File: config.mk
export PLATFORM = sky130hd
export DESIGN_NAME = prc_device_flat
export DESIGN_NICKNAME = d
export VERILOG_FILES = /design/src/prc_pkg.sv /design/src/prc_if.sv /design/src/prc_sync.sv /design/src/prc_device.sv /design/src/flat_wrapper.sv
export SDC_FILE = /design/constraint.sdc
export NUM_CORES = 1
export LEC_CHECK = 0
export ABC_AREA = 1
export BUFFER_PORTS_ARGS = -buffer_cell sky130_fd_sc_hd__buf_4
export CAP_MARGIN = 20
export CORE_ASPECT_RATIO = 1.75
export CORE_MARGIN = 4
export CORE_UTILIZATION = 37
export CTS_BUF_LIST = sky130_fd_sc_hd__clkbuf_8
export DETAILED_ROUTE_END_ITERATION = 10
export GPL_TIMING_DRIVEN = 0
export PLACE_DENSITY_LB_ADDON = 0.12
export SYNTH_ARGS = -nofsm -noshare
export SYNTH_HDL_FRONTEND = slang
export SYNTH_SLANG_ARGS = --single-unit
File: constraint.sdc
create_clock -name pclk -period 2 [get_ports pclk]
set_input_delay 0.4 -clock pclk [delete_from_list [all_inputs] [get_ports pclk]]
set_output_delay 0.4 -clock pclk [all_outputs]
set_load 0.01 [all_outputs]
File: src/prc_pkg.sv
// Shared constants and latency function for the pseudo-static RAM configuration link
package prc_pkg;
  localparam int unsigned CLK_MHZ = 40;
  localparam int unsigned INIT_US = 150;
  localparam int unsigned INIT_CYCLES = INIT_US * CLK_MHZ;
  localparam int unsigned AW = 22;
  localparam int unsigned DW = 16;
  // Register select field on the address bits
  localparam int unsigned SEL_LO = 18;
  localparam logic [1:0] SEL_REFRESH = 2'h0;
  localparam logic [1:0] SEL_IDENT = 2'h1;
  localparam logic [1:0] SEL_BURST = 2'h2;
  // Refresh register layout
  localparam logic [21:0] REFRESH_RESET = 22'h000010;
  localparam logic [21:0] REFRESH_WMASK = 22'h000097;
  localparam int unsigned PAGE_BIT = 7;
  localparam int unsigned PDOWN_BIT = 4;
  localparam int unsigned REGION_LO = 0;
  // Burst register layout
  localparam logic [15:0] BURST_RESET = 16'h9D1F;
  localparam int unsigned MODE_BIT = 15;
  localparam int unsigned FIXED_BIT = 14;
  localparam int unsigned LAT_LO = 11;
  localparam int unsigned DRV_BIT = 4;
  localparam logic [2:0] LAT_DEFAULT = 3'h3;
  localparam logic [2:0] LAT_CODE8 = 3'h0;
  localparam logic [3:0] LAT_EIGHT = 4'h8;
  // Partial-array codes and region bounds in words
  localparam logic [2:0] REGION_NONE = 3'h4;
  localparam logic [21:0] TOP_WORD = 22'h3FFFFF;
  localparam logic [21:0] HALF_WORD = 22'h1FFFFF;
  localparam logic [21:0] QUART_WORD = 22'h0FFFFF;
  localparam logic [21:0] EIGHT_WORD = 22'h07FFFF;
  localparam logic [21:0] TOP_HALF = 22'h200000;
  localparam logic [21:0] TOP_QUART = 22'h300000;
  localparam logic [21:0] TOP_EIGHT = 22'h380000;
  // Host APB register offsets; the host does not decode REG_REGION and answers it with pslverr
  localparam logic [7:0] REG_CTRL = 8'h00;
  localparam logic [7:0] REG_ADDR = 8'h04;
  localparam logic [7:0] REG_WDATA = 8'h08;
  localparam logic [7:0] REG_STATUS = 8'h0C;
  localparam logic [7:0] REG_RDATA = 8'h10;
  localparam logic [7:0] REG_LATENCY = 8'h14;
  localparam logic [7:0] REG_REGION = 8'h18;
  // Host control commands
  localparam logic [2:0] CMD_CFG_WR = 3'h1;
  localparam logic [2:0] CMD_CFG_RD = 3'h2;
  localparam logic [2:0] CMD_BURST = 3'h3;
  localparam logic [2:0] CMD_SLEEP = 3'h4;
  localparam logic [2:0] CMD_WAKE = 3'h5;
  localparam logic [15:0] IDENT_VALUE = 16'h1234; // Arbitrary value

  // Latency count for a code; zero marks a reserved code
  function automatic logic [3:0] prc_lat(input logic fixed,
                                         input logic [2:0] code);
    logic [3:0] n;
    n = 4'h0;
    if (fixed) begin
      if (code == LAT_CODE8) begin
        n = LAT_EIGHT;
      end else if (code >= 3'h2 && code <= 3'h6) begin
        n = {1'b0, code};
      end
    end else if (code >= 3'h2 && code <= 3'h4) begin
      n = {1'b0, code};
    end
    return n;
  endfunction
endpackage

File: src/prc_if.sv
// Pin-level link between controller and memory configuration logic
`timescale 1ns/10ps
interface prc_if;
  logic ce_n;
  logic register_enable_pin;
  logic we_n;
  logic adv_n;
  logic [21:0] addr;
  logic [15:0] dq_host;
  logic [15:0] dq_dev;
  logic dq_dev_oe;
  logic hold_off;
  modport host (
    output ce_n, register_enable_pin, we_n, adv_n, addr, dq_host,
    input dq_dev, dq_dev_oe, hold_off
  );
  modport dev (
    input ce_n, register_enable_pin, we_n, adv_n, addr, dq_host,
    output dq_dev, dq_dev_oe, hold_off
  );
endinterface

File: src/prc_sync.sv
// Three-stage input synchroniser with agreement of the last two stages
`timescale 1ns/10ps
module prc_sync #(
  parameter int W = 1,
  parameter logic [W-1:0] INIT = '0
) (
  // Clock and reset
  input wire logic pclk,
  input wire logic presetn,
  // Data
  input wire logic [W-1:0] d,
  output logic [W-1:0] q
);
  logic [W-1:0] s1;
  logic [W-1:0] s2;
  logic [W-1:0] s3;

  always_ff @(posedge pclk or negedge presetn) begin
    if (!presetn) begin
      s1 <= INIT;
      s2 <= INIT;
      s3 <= INIT;
    end else begin
      s1 <= d;
      s2 <= s1;
      s3 <= s2;
    end
  end

  always_ff @(posedge pclk or negedge presetn) begin
    if (!presetn) begin
      q <= INIT;
    end else if (s2 == s3) begin
      q <= s3;
    end
  end
endmodule

File: src/prc_device.sv
// Memory-side configuration registers, latency and deep power-down logic
`timescale 1ns/10ps
module prc_device
  import prc_pkg::*;
#(
  parameter int unsigned INIT_CYC = INIT_CYCLES
) (
  // Clock and reset
  input wire logic pclk,
  input wire logic presetn,
  // Memory pins
  prc_if.dev mem,
  // Core side
  input wire logic refresh_collision,
  output logic [21:0] refresh_lo,
  output logic [21:0] refresh_hi,
  output logic refresh_on,
  output logic powered_down,
  output logic init_busy,
  output logic page_mode,
  output logic sync_mode,
  output logic data_phase
);
  import prc_pkg::*;
  typedef enum logic [1:0] {
    PRC_IDLE,
    PRC_LATENCY,
    PRC_DATA
  } prc_burst_e;

  logic [15:0] burst_configuration;
  logic [21:0] refresh_configuration;
  logic [21:0] sa;
  logic [15:0] sdq;
  logic [3:0] sctl;
  logic ce_n_s;
  logic reg_en_s;
  logic next_powered_down;
  logic we_n_s;
  logic adv_n_s;
  logic ce_n_d;
  logic cfg_wr;
  logic [1:0] sel;
  logic [3:0] lat_n;
  logic [4:0] lat_cnt;
  logic [4:0] lat_target;
  logic [$clog2(INIT_CYC+1)-1:0] init_cnt;
  prc_burst_e state;

  prc_sync #(.W(AW)) u_sync_a (
    .pclk(pclk), .presetn(presetn), .d(mem.addr), .q(sa));
  prc_sync #(.W(DW)) u_sync_d (
    .pclk(pclk), .presetn(presetn), .d(mem.dq_host), .q(sdq));
  prc_sync #(.W(4), .INIT(4'hF)) u_sync_c (
    .pclk(pclk), .presetn(presetn),
    .d({mem.ce_n, mem.register_enable_pin, mem.we_n, mem.adv_n}),
    .q(sctl));

  assign {ce_n_s, reg_en_s, we_n_s, adv_n_s} = sctl;
  // Select decode
  assign sel = sa[SEL_LO+:2];
  assign cfg_wr = !ce_n_s && ce_n_d == 1'b0 && reg_en_s && !we_n_s
    && !adv_n_s && !powered_down;
  assign lat_n = prc_lat(burst_configuration[FIXED_BIT],
                         burst_configuration[LAT_LO+:3]);

  always_ff @(posedge pclk or negedge presetn) begin
    if (!presetn) begin
      ce_n_d <= 1'b1;
    end else begin
      ce_n_d <= ce_n_s;
    end
  end

  always_ff @(posedge pclk or negedge presetn) begin
    if (!presetn) begin
      refresh_configuration <= REFRESH_RESET;
    end else if (powered_down && !ce_n_s) begin
      refresh_configuration[PDOWN_BIT] <= 1'b1;
    end else if (cfg_wr && sel == SEL_REFRESH) begin
      refresh_configuration <= {6'h00, sa[15:0]} & REFRESH_WMASK;
    end
  end

  always_ff @(posedge pclk or negedge presetn) begin
    if (!presetn) begin
      burst_configuration <= BURST_RESET;
    end else if (powered_down && !ce_n_s) begin
      burst_configuration[DRV_BIT] <= BURST_RESET[DRV_BIT];
    end else if (cfg_wr && sel == SEL_BURST) begin
      burst_configuration <= sa[15:0];
    end
  end

  always_comb begin
    next_powered_down = powered_down;
    if (powered_down) begin
      next_powered_down = ce_n_s;
    end else if (ce_n_s && !ce_n_d
                 && !refresh_configuration[PDOWN_BIT]) begin
      next_powered_down = 1'b1;
    end
  end

  always_ff @(posedge pclk or negedge presetn) begin
    if (!presetn) begin
      powered_down <= 1'b0;
    end else begin
      powered_down <= next_powered_down;
    end
  end

  always_ff @(posedge pclk or negedge presetn) begin
    if (!presetn) begin
      init_cnt <= '0;
      init_busy <= 1'b0;
    end else if (powered_down && !ce_n_s) begin
      init_cnt <= ($clog2(INIT_CYC+1))'(INIT_CYC - 1);
      init_busy <= 1'b1;
    end else if (init_cnt != '0) begin
      init_cnt <= init_cnt - 1'b1;
    end else begin
      init_busy <= 1'b0;
    end
  end

  always_ff @(posedge pclk or negedge presetn) begin
    if (!presetn) begin
      refresh_lo <= '0;
      refresh_hi <= TOP_WORD;
      refresh_on <= 1'b1;
      page_mode <= 1'b0;
      sync_mode <= 1'b0;
    end else begin
      page_mode <= refresh_configuration[PAGE_BIT];
      sync_mode <= !burst_configuration[MODE_BIT];
      refresh_on <= !next_powered_down
        && refresh_configuration[REGION_LO+:3] != REGION_NONE;
      unique case (refresh_configuration[REGION_LO+:3])
        3'h1: begin refresh_lo <= '0; refresh_hi <= HALF_WORD; end
        3'h2: begin refresh_lo <= '0; refresh_hi <= QUART_WORD; end
        3'h3: begin refresh_lo <= '0; refresh_hi <= EIGHT_WORD; end
        3'h5: begin refresh_lo <= TOP_HALF; refresh_hi <= TOP_WORD; end
        3'h6: begin refresh_lo <= TOP_QUART; refresh_hi <= TOP_WORD; end
        3'h7: begin refresh_lo <= TOP_EIGHT; refresh_hi <= TOP_WORD; end
        3'h4: begin refresh_lo <= '0; refresh_hi <= '0; end
        default: begin refresh_lo <= '0; refresh_hi <= TOP_WORD; end
      endcase
    end
  end

  always_ff @(posedge pclk or negedge presetn) begin
    if (!presetn) begin
      state <= PRC_IDLE;
      lat_cnt <= '0;
      lat_target <= '0;
      mem.hold_off <= 1'b0;
      data_phase <= 1'b0;
    end else begin
      unique case (state)
        PRC_IDLE: begin
          data_phase <= 1'b0;
          if (!ce_n_s && !adv_n_s && !reg_en_s && !powered_down
              && sync_mode && lat_n != 4'h0) begin
            state <= PRC_LATENCY;
            lat_cnt <= 5'h01;
            if (burst_configuration[FIXED_BIT] || !refresh_collision) begin
              lat_target <= {1'b0, lat_n};
            end else begin
              lat_target <= {lat_n, 1'b0};
            end
            mem.hold_off <= !burst_configuration[FIXED_BIT]
              && refresh_collision;
          end
        end
        PRC_LATENCY: begin
          lat_cnt <= lat_cnt + 1'b1;
          if (lat_cnt == lat_target) begin
            state <= PRC_DATA;
            mem.hold_off <= 1'b0;
            data_phase <= 1'b1;
          end
        end
        PRC_DATA: begin
          if (ce_n_s) begin
            state <= PRC_IDLE;
            data_phase <= 1'b0;
          end
        end
      endcase
    end
  end

  // Register read-back drive
  always_ff @(posedge pclk or negedge presetn) begin
    if (!presetn) begin
      mem.dq_dev <= '0;
      mem.dq_dev_oe <= 1'b0;
    end else begin
      mem.dq_dev_oe <= !ce_n_s && reg_en_s && we_n_s && !powered_down;
      unique case (sel)
        SEL_REFRESH: mem.dq_dev <= refresh_configuration[15:0];
        SEL_IDENT: mem.dq_dev <= IDENT_VALUE;
        SEL_BURST: mem.dq_dev <= burst_configuration;
        default: mem.dq_dev <= '0;
      endcase
    end
  end
endmodule

File: src/flat_wrapper.sv
// flat-port wrapper written by rule: the top's interface ports become plain ports
module prc_device_flat import prc_pkg::*;
#(
  parameter int unsigned INIT_CYC = INIT_CYCLES
)
  (pclk, presetn, refresh_collision, refresh_lo, refresh_hi, refresh_on, powered_down, init_busy, page_mode, sync_mode, data_phase, mem_ce_n, mem_register_enable_pin, mem_we_n, mem_adv_n, mem_addr, mem_dq_host, mem_dq_dev, mem_dq_dev_oe, mem_hold_off);
  prc_if mem_i ();
  input wire logic pclk;
  input wire logic presetn;
  input wire logic refresh_collision;
  output logic [21:0] refresh_lo;
  output logic [21:0] refresh_hi;
  output logic refresh_on;
  output logic powered_down;
  output logic init_busy;
  output logic page_mode;
  output logic sync_mode;
  output logic data_phase;
  input wire logic [$bits(mem_i.ce_n)-1:0] mem_ce_n;
  input wire logic [$bits(mem_i.register_enable_pin)-1:0] mem_register_enable_pin;
  input wire logic [$bits(mem_i.we_n)-1:0] mem_we_n;
  input wire logic [$bits(mem_i.adv_n)-1:0] mem_adv_n;
  input wire logic [$bits(mem_i.addr)-1:0] mem_addr;
  input wire logic [$bits(mem_i.dq_host)-1:0] mem_dq_host;
  output wire logic [$bits(mem_i.dq_dev)-1:0] mem_dq_dev;
  output wire logic [$bits(mem_i.dq_dev_oe)-1:0] mem_dq_dev_oe;
  output wire logic [$bits(mem_i.hold_off)-1:0] mem_hold_off;
  assign mem_i.ce_n = mem_ce_n;
  assign mem_i.register_enable_pin = mem_register_enable_pin;
  assign mem_i.we_n = mem_we_n;
  assign mem_i.adv_n = mem_adv_n;
  assign mem_i.addr = mem_addr;
  assign mem_i.dq_host = mem_dq_host;
  assign mem_dq_dev = mem_i.dq_dev;
  assign mem_dq_dev_oe = mem_i.dq_dev_oe;
  assign mem_hold_off = mem_i.hold_off;
  prc_device #(.INIT_CYC(INIT_CYC)) u_core (.pclk(pclk), .presetn(presetn), .mem(mem_i), .refresh_collision(refresh_collision), .refresh_lo(refresh_lo), .refresh_hi(refresh_hi), .refresh_on(refresh_on), .powered_down(powered_down), .init_busy(init_busy), .page_mode(page_mode), .sync_mode(sync_mode), .data_phase(data_phase));
endmodule
# ---- Word-level counts from Yosys, hierarchy flattened
# Index checks and enable logic that the tools add are counted.
# W data, S select, Z words.
dict set report classes {
  add_sub_neg 2
  magnitude_cmp 3
  eq_ne 19
  mux 30
  bitwise 2
  n_reduce_logical 50
}
# op n
set op_table {}
lappend op_table {{$pmux W22 S4} 1}
lappend op_table {{$pmux W22 S3} 1}
lappend op_table {{$pmux W16 S3} 1}
lappend op_table {{$mux W13} 2}
lappend op_table {{$eq A22 B22 Y1} 1}
lappend op_table {{$logic_and A1 B1 Y1} 22}
lappend op_table {{$mux W5} 4}
lappend op_table {{$reduce_bool A13 Y1} 1}
lappend op_table {{$sub A13 B1 Y13 const B} 1}
lappend op_table {{$eq A3 B3 Y1 const B} 4}
lappend op_table {{$logic_not A1 Y1} 11}
lappend op_table {{$mux W1} 10}
lappend op_table {{$pmux W5 S2} 1}
lappend op_table {{$reduce_and A2 Y1} 5}
lappend op_table {{$mux W4} 2}
lappend op_table {{$reduce_bool A2 Y1} 4}
lappend op_table {{$eq A3 B2 Y1 const B} 2}
lappend op_table {{$le A3 B3 Y1 const B} 2}
lappend op_table {{$mux W2} 3}
lappend op_table {{$mux W3} 2}
lappend op_table {{$ne A2 B1 Y1 const B} 3}
lappend op_table {{$pmux W2 S3} 1}
lappend op_table {{$reduce_and A3 Y1} 2}
lappend op_table {{$add A5 B1 Y5 const B} 1}
lappend op_table {{other kinds (15)} 19}
dict set report totals {
  register_bits 217
  output_inout_bits 68
  elab_cells 134
}

# ---- Longest topological paths before layout
dict set report depth {
  word_depth 9
  depth_mapped 11
  depth_no_buf 10
}

# ---- Cells and area by module
# A second synthesis with hierarchy kept.
dict set report unflattened {
  hier_cells 751
  hier_area_um2 7344.5
}
# module n_inst cells_per_inst area_each_um2
set by_module_without_submodules {}
lappend by_module_without_submodules {prc_device 1 430 3738.6}
lappend by_module_without_submodules {{prc_sync at u_core.u_sync_a} 1 270 3041.7}
lappend by_module_without_submodules {{prc_sync at u_core.u_sync_c} 1 51 564.3}

# ---- Worst setup path after synthesis
# No wires, ideal clock.
dict set report synth_timing {
  kind {register -> register}
  startpoint {register u_core.u_sync_a.s3[11]}
  endpoint {register u_core.u_sync_a.q[18]}
  arrival_ps 1447
  slack_ps 437
  stages_incl_launch_ff 9
  period_less_slack_ps 1563
  path_cell_list {dfrtp_1 -> or2_0 -> a21oi_1 -> nand2_1 -> nor3_4 -> nand2_4 -> buf_6 -> nand2_1 -> nand2_1}
}
dict set report synth_via {
  elab_chain_len 1
}
# element line_no
set synth_rtl {}
lappend synth_rtl {{from (decl)} prc_sync.sv:16} ;# logic [W-1:0] s3;
lappend synth_rtl {{from (signal assigned)} prc_sync.sv:22} ;# s3 <= INIT;
lappend synth_rtl {{from (signal assigned)} prc_sync.sv:26} ;# s3 <= s2;
lappend synth_rtl {{$eq A22 B22 Y1} prc_sync.sv:33} ;# end else if (s2 == s3) begin
lappend synth_rtl {{to (signal assigned)} prc_sync.sv:32} ;# q <= INIT;
lappend synth_rtl {{to (signal assigned)} prc_sync.sv:34} ;# q <= s3;
lappend synth_rtl {{to (decl)} prc_sync.sv:12} ;# output logic [W-1:0] q
# Every way passes these cells.
# A chain may end at the register's enable or synchronous reset.

==> reports/results.txt <==
Status: completed
Worst EP arrival: 1.45 ns
Via density per instance: 4.304
Crit path required time: 1.60 ns
First-pass GRT wire length: 21580 um
Gpl congestion: 0.7606
IR Drop Worst-Case VDD: 727.9 uV
Worst-skew pair later-pin latency: 0.46 ns
Relative slew slack: 59.13%
Share of post-route cells with drive strength above 1: 24.72%
Crit path max-delay cell type: dfstp_2
CP Capture Type: output port
R2R setup slack: 0.20 ns
Switching part of the total power: 25.18%
Buf/Inv on CP: 2
Reg2reg path depth: 9
Pwr Density: 918.6 nW/um^2
Total Nets Final: 842
Die W: 110.9 um
RSZ-0062 raised after global routing: no
CP cell instances: buf_4 > buf_4
Fmax: 540.9 MHz
Buffers on Ports: 77
Antenna-violating nets left: 0
Final setup viols: 0
Io pins: 113
CP max stage delay: 0.71 ns
Die H: 188.1 um
Yosys top cell area share: 52.93%
Final clock skew: 0.006441 ns
Hold crit path type: in -> reg
Total detailed-routing wirelength: 12350 um
Number of diodes: 0
Fin area: 8518 sq um
Yosys warning total: 0
Period utilisation layout: 92.44%
Clock sinks: 178
Syn Std Cell Area: 6855 sq um
Post-route DRC: 0
Iter 0 DRT Violations: 108
CP endpoint: refresh_hi[15]
Fin. Hold Viols: 0
Crit-path leading delay family: flip-flops
Sequential Power Share: 53.0%
Top cells by area, synth: dfrtp_1 (53%), dfstp_2 (13%), nand2_1 (8.4%), buf_4 (4.1%), inv_1 (3.3%)
Clk buf depth: 2
Row cnt: 65
Sequential share of the synthesized area: 65.58%
Vias in the first global route: 4442
Clock Power Share: 35.9%
Inserted Clock Buffers: 17
GR Util All Layers: 12.75%
CTS tree: built
DR pass1 iterations: 4
Max capacitance violation total: 0
Clock slew at reported path FFs: 0.09 ns
Grt ovf: 0
Yosys cell types: 35
Post-Synthesis Cells: 654
Largest net degree at the start of global routing: 96
Worst setup path startpoint: u_core.refresh_hi[18]
NetSw: 0.001970 W
WL per Instance: 11.89 um
CP Max Fanout: 19
Crit path kind: reg -> out
Worst slew pin tran: 0.6131 ns
Number of cells on the critical path: 2
Initial Util: 37.80%
Tmin final: 1.849 ns
Mean Syn Cell Area: 10.48 sq um
Dominant cell type by area after synthesis: dfrtp_1
Max H-tree Level: 4
Combinational Power Share: 11.1%
Fin. max-slew vios: 0
# fillers: 1692
FF-to-FF End: u_core.init_cnt[7]
Area of the core: 18140 sq um
Int Pwr: 0.005854 W
Most frequent CP cell: buf_4
Area occupied by multi-input gates: 1868 sq um
Synth-to-layout area growth: 24.26%
Hold Startpoint: mem_addr[6]
Setup TNS: 0 ns
Critical R2R Launch: u_core.init_cnt[0]
DR vias: 4472
Die area: 20860 sq um
Root Driver: clkbuf_8
Synth Register Bits: 178
HPWL Detailed: 8920 um
Lkg Pwr: 4.150 nW
Antenna violations before repair: 0
Critical path launch point type: flop
Seq. cell area: 4496 sq um
Dpl cell area: 7829 sq um
-- registers in the layout (all words and copies together), names as in the netlist, 2 cells and up --
| name | flops |
|---|---|
| u_core.init_cnt | 13 |
| u_core.lat_cnt | 5 |
| u_core.u_sync_a.s3 | 22 |
| u_core.u_sync_a.q | 18 |
| u_core.u_sync_a.s1 | 22 |
| u_core.refresh_configuration | 5 |
| u_core.refresh_lo | 3 |
| u_core.state | 2 |
| u_core.u_sync_a.s2 | 22 |
| u_core.refresh_hi | 4 |
| u_core.u_sync_c.s3 | 4 |
| u_core.lat_target | 5 |
| u_core.mem.dq_dev | 16 |
| u_core.u_sync_c.s1 | 4 |
| u_core.u_sync_c.q | 4 |
| u_core.burst_configuration | 16 |
| u_core.u_sync_c.s2 | 4 |
-- stage by stage --
step | std cells | worst slack, ns | total power [W] | hold slack, ns | util [%]
floorplan | 672 | 0.4366 | 0.004706 | 0.1044 | -
global placement | 983 | -0.4536 | 0.005022 | 0.3319 | 42.97
detailed placement | 984 | 0.07268 | 0.005060 | 0.3347 | 43.17
CTS | 1031 | 0.05807 | 0.007936 | 0.00001793 | 46.58
global route | 1039 | 0.006737 | 0.008263 | 0.0005273 | 46.97
finish | 1039 | 0.1512 | 0.007824 | 0.04353 | 46.97
-- power groups by stage --
| stage | sequential (W) | combinational (W) | clock [W] |
|---|---|---|---|
| after floorplan | 0.00417 | 0.000533 | 0 |
| final | 0.00415 | 0.000866 | 0.00281 |
| after global routing | 0.00419 | 0.00100 | 0.00307 |
| after detailed placement | 0.00421 | 0.000845 | 0 |
| after CTS | 0.00415 | 0.000870 | 0.00292 |
| after global placement | 0.00421 | 0.000816 | 0 |
-- synth_stat cells, drive strengths merged --
cell type / instances
conb: 1
a22o: 3
clkbuf: 3
nand2: 154
dfstp: 33
a21oi: 13
o21ai: 43
xnor2: 12
nand3: 41
o21bai: 1
mux2: 1
nor3: 5
nor4: 1
xor2: 15
ha: 5
clkinv: 2
nand3b: 3
o21a: 1
or2: 6
a31oi: 1
o22a: 1
nand4: 4
buf: 41
inv: 61
nor2: 57
dfrtp: 145
nor3b: 1
-- worst reg2reg max path: stages (launching register included) --
cell and delay [ns]:
dfrtp_1 0.42, inv_1 0.14, ha_1 0.28, nand2_1 0.10, inv_1 0.14, nand3b_1 0.23
nand2_1 0.17, nor2_1 0.07, nand2_1 0.06, a21oi_1 0.06
-- metal layers --
metal	share of wire, %	vias up	wire length (um)	global-route usage (%)
li1	-	2276	-	-
met1	40	2080	4920	14.57
met2	53	95	6604	22.19
met3	4.4	21	544	3.778
met4	2.3	0	280	5.216
met5	0	-	0	0
-- area by class of cell --
class	instances	area share, %
buffer	44	3.790
clock buffer	19	3.070
clock inverter	13	2.438
inverter	63	2.776
multi-input combinational	387	21.93
sequential	178	52.78
tap	234	3.437
timing repair buffer	101	9.783
-- repair_timing --
item	in CTS	in global routing
resized for setup	0	0
hold endpoints to repair	87	4
hold buffers	15	4
endpoints found under the setup margin	0	10
buffers inserted	0	4
-- how the worst min path moves through the flow --
| stage | cells after the start | endpoint | slack [ns] |
|---|---|---|---|
| global placement | 0 | u_core.u_sync_a.s2[20] | 0.33 |
| global route | 1 | u_core.u_sync_c.s1[0] | 0.0005 |
| CTS | 1 | u_core.u_sync_a.s1[6] | 0.00002 |
| finish | 1 | u_core.u_sync_a.s1[6] | 0.04 |
| detailed placement | 0 | u_core.u_sync_a.s2[12] | 0.33 |
| floorplan | 0 | u_core.burst_configuration[13] | 0.10 |
-- cells in the final DEF, fill, tap and decap left out, drive strengths merged --
master	n
a21oi	13
a22o	3
a31oi	1
buf	123
bufinv	5
clkbuf	22
clkinv	6
clkinvlp	4
conb	19
dfrtp	145
dfstp	33
dlygate4sd3	19
ha	5
inv	61
mux2	1
nand2	154
nand3	41
nand3b	3
nand4	4
nor2	57
nor3	5
nor3b	1
nor4	1
o21a	1
o21ai	43
o21bai	1
o22a	1
or2	6
xnor2	12
xor2	15
-- kinds of logic (layout without fill, tap and decap cells) --
group,count (synthesis),count (layout),synth area share (%)
muxes,1,1,0.1643
and+or+nand+nor,272,272,16.77
adders and majority gates,5,5,0.9126
AOI/OAI and AO/OA,63,63,4.910
DFF,178,178,65.58
buffers and inverters,107,240,8.158
xor gates and xnor gates,27,27,3.450
other,1,19,0.05470
No activity file was read; power rests on OpenSTA's default activity.
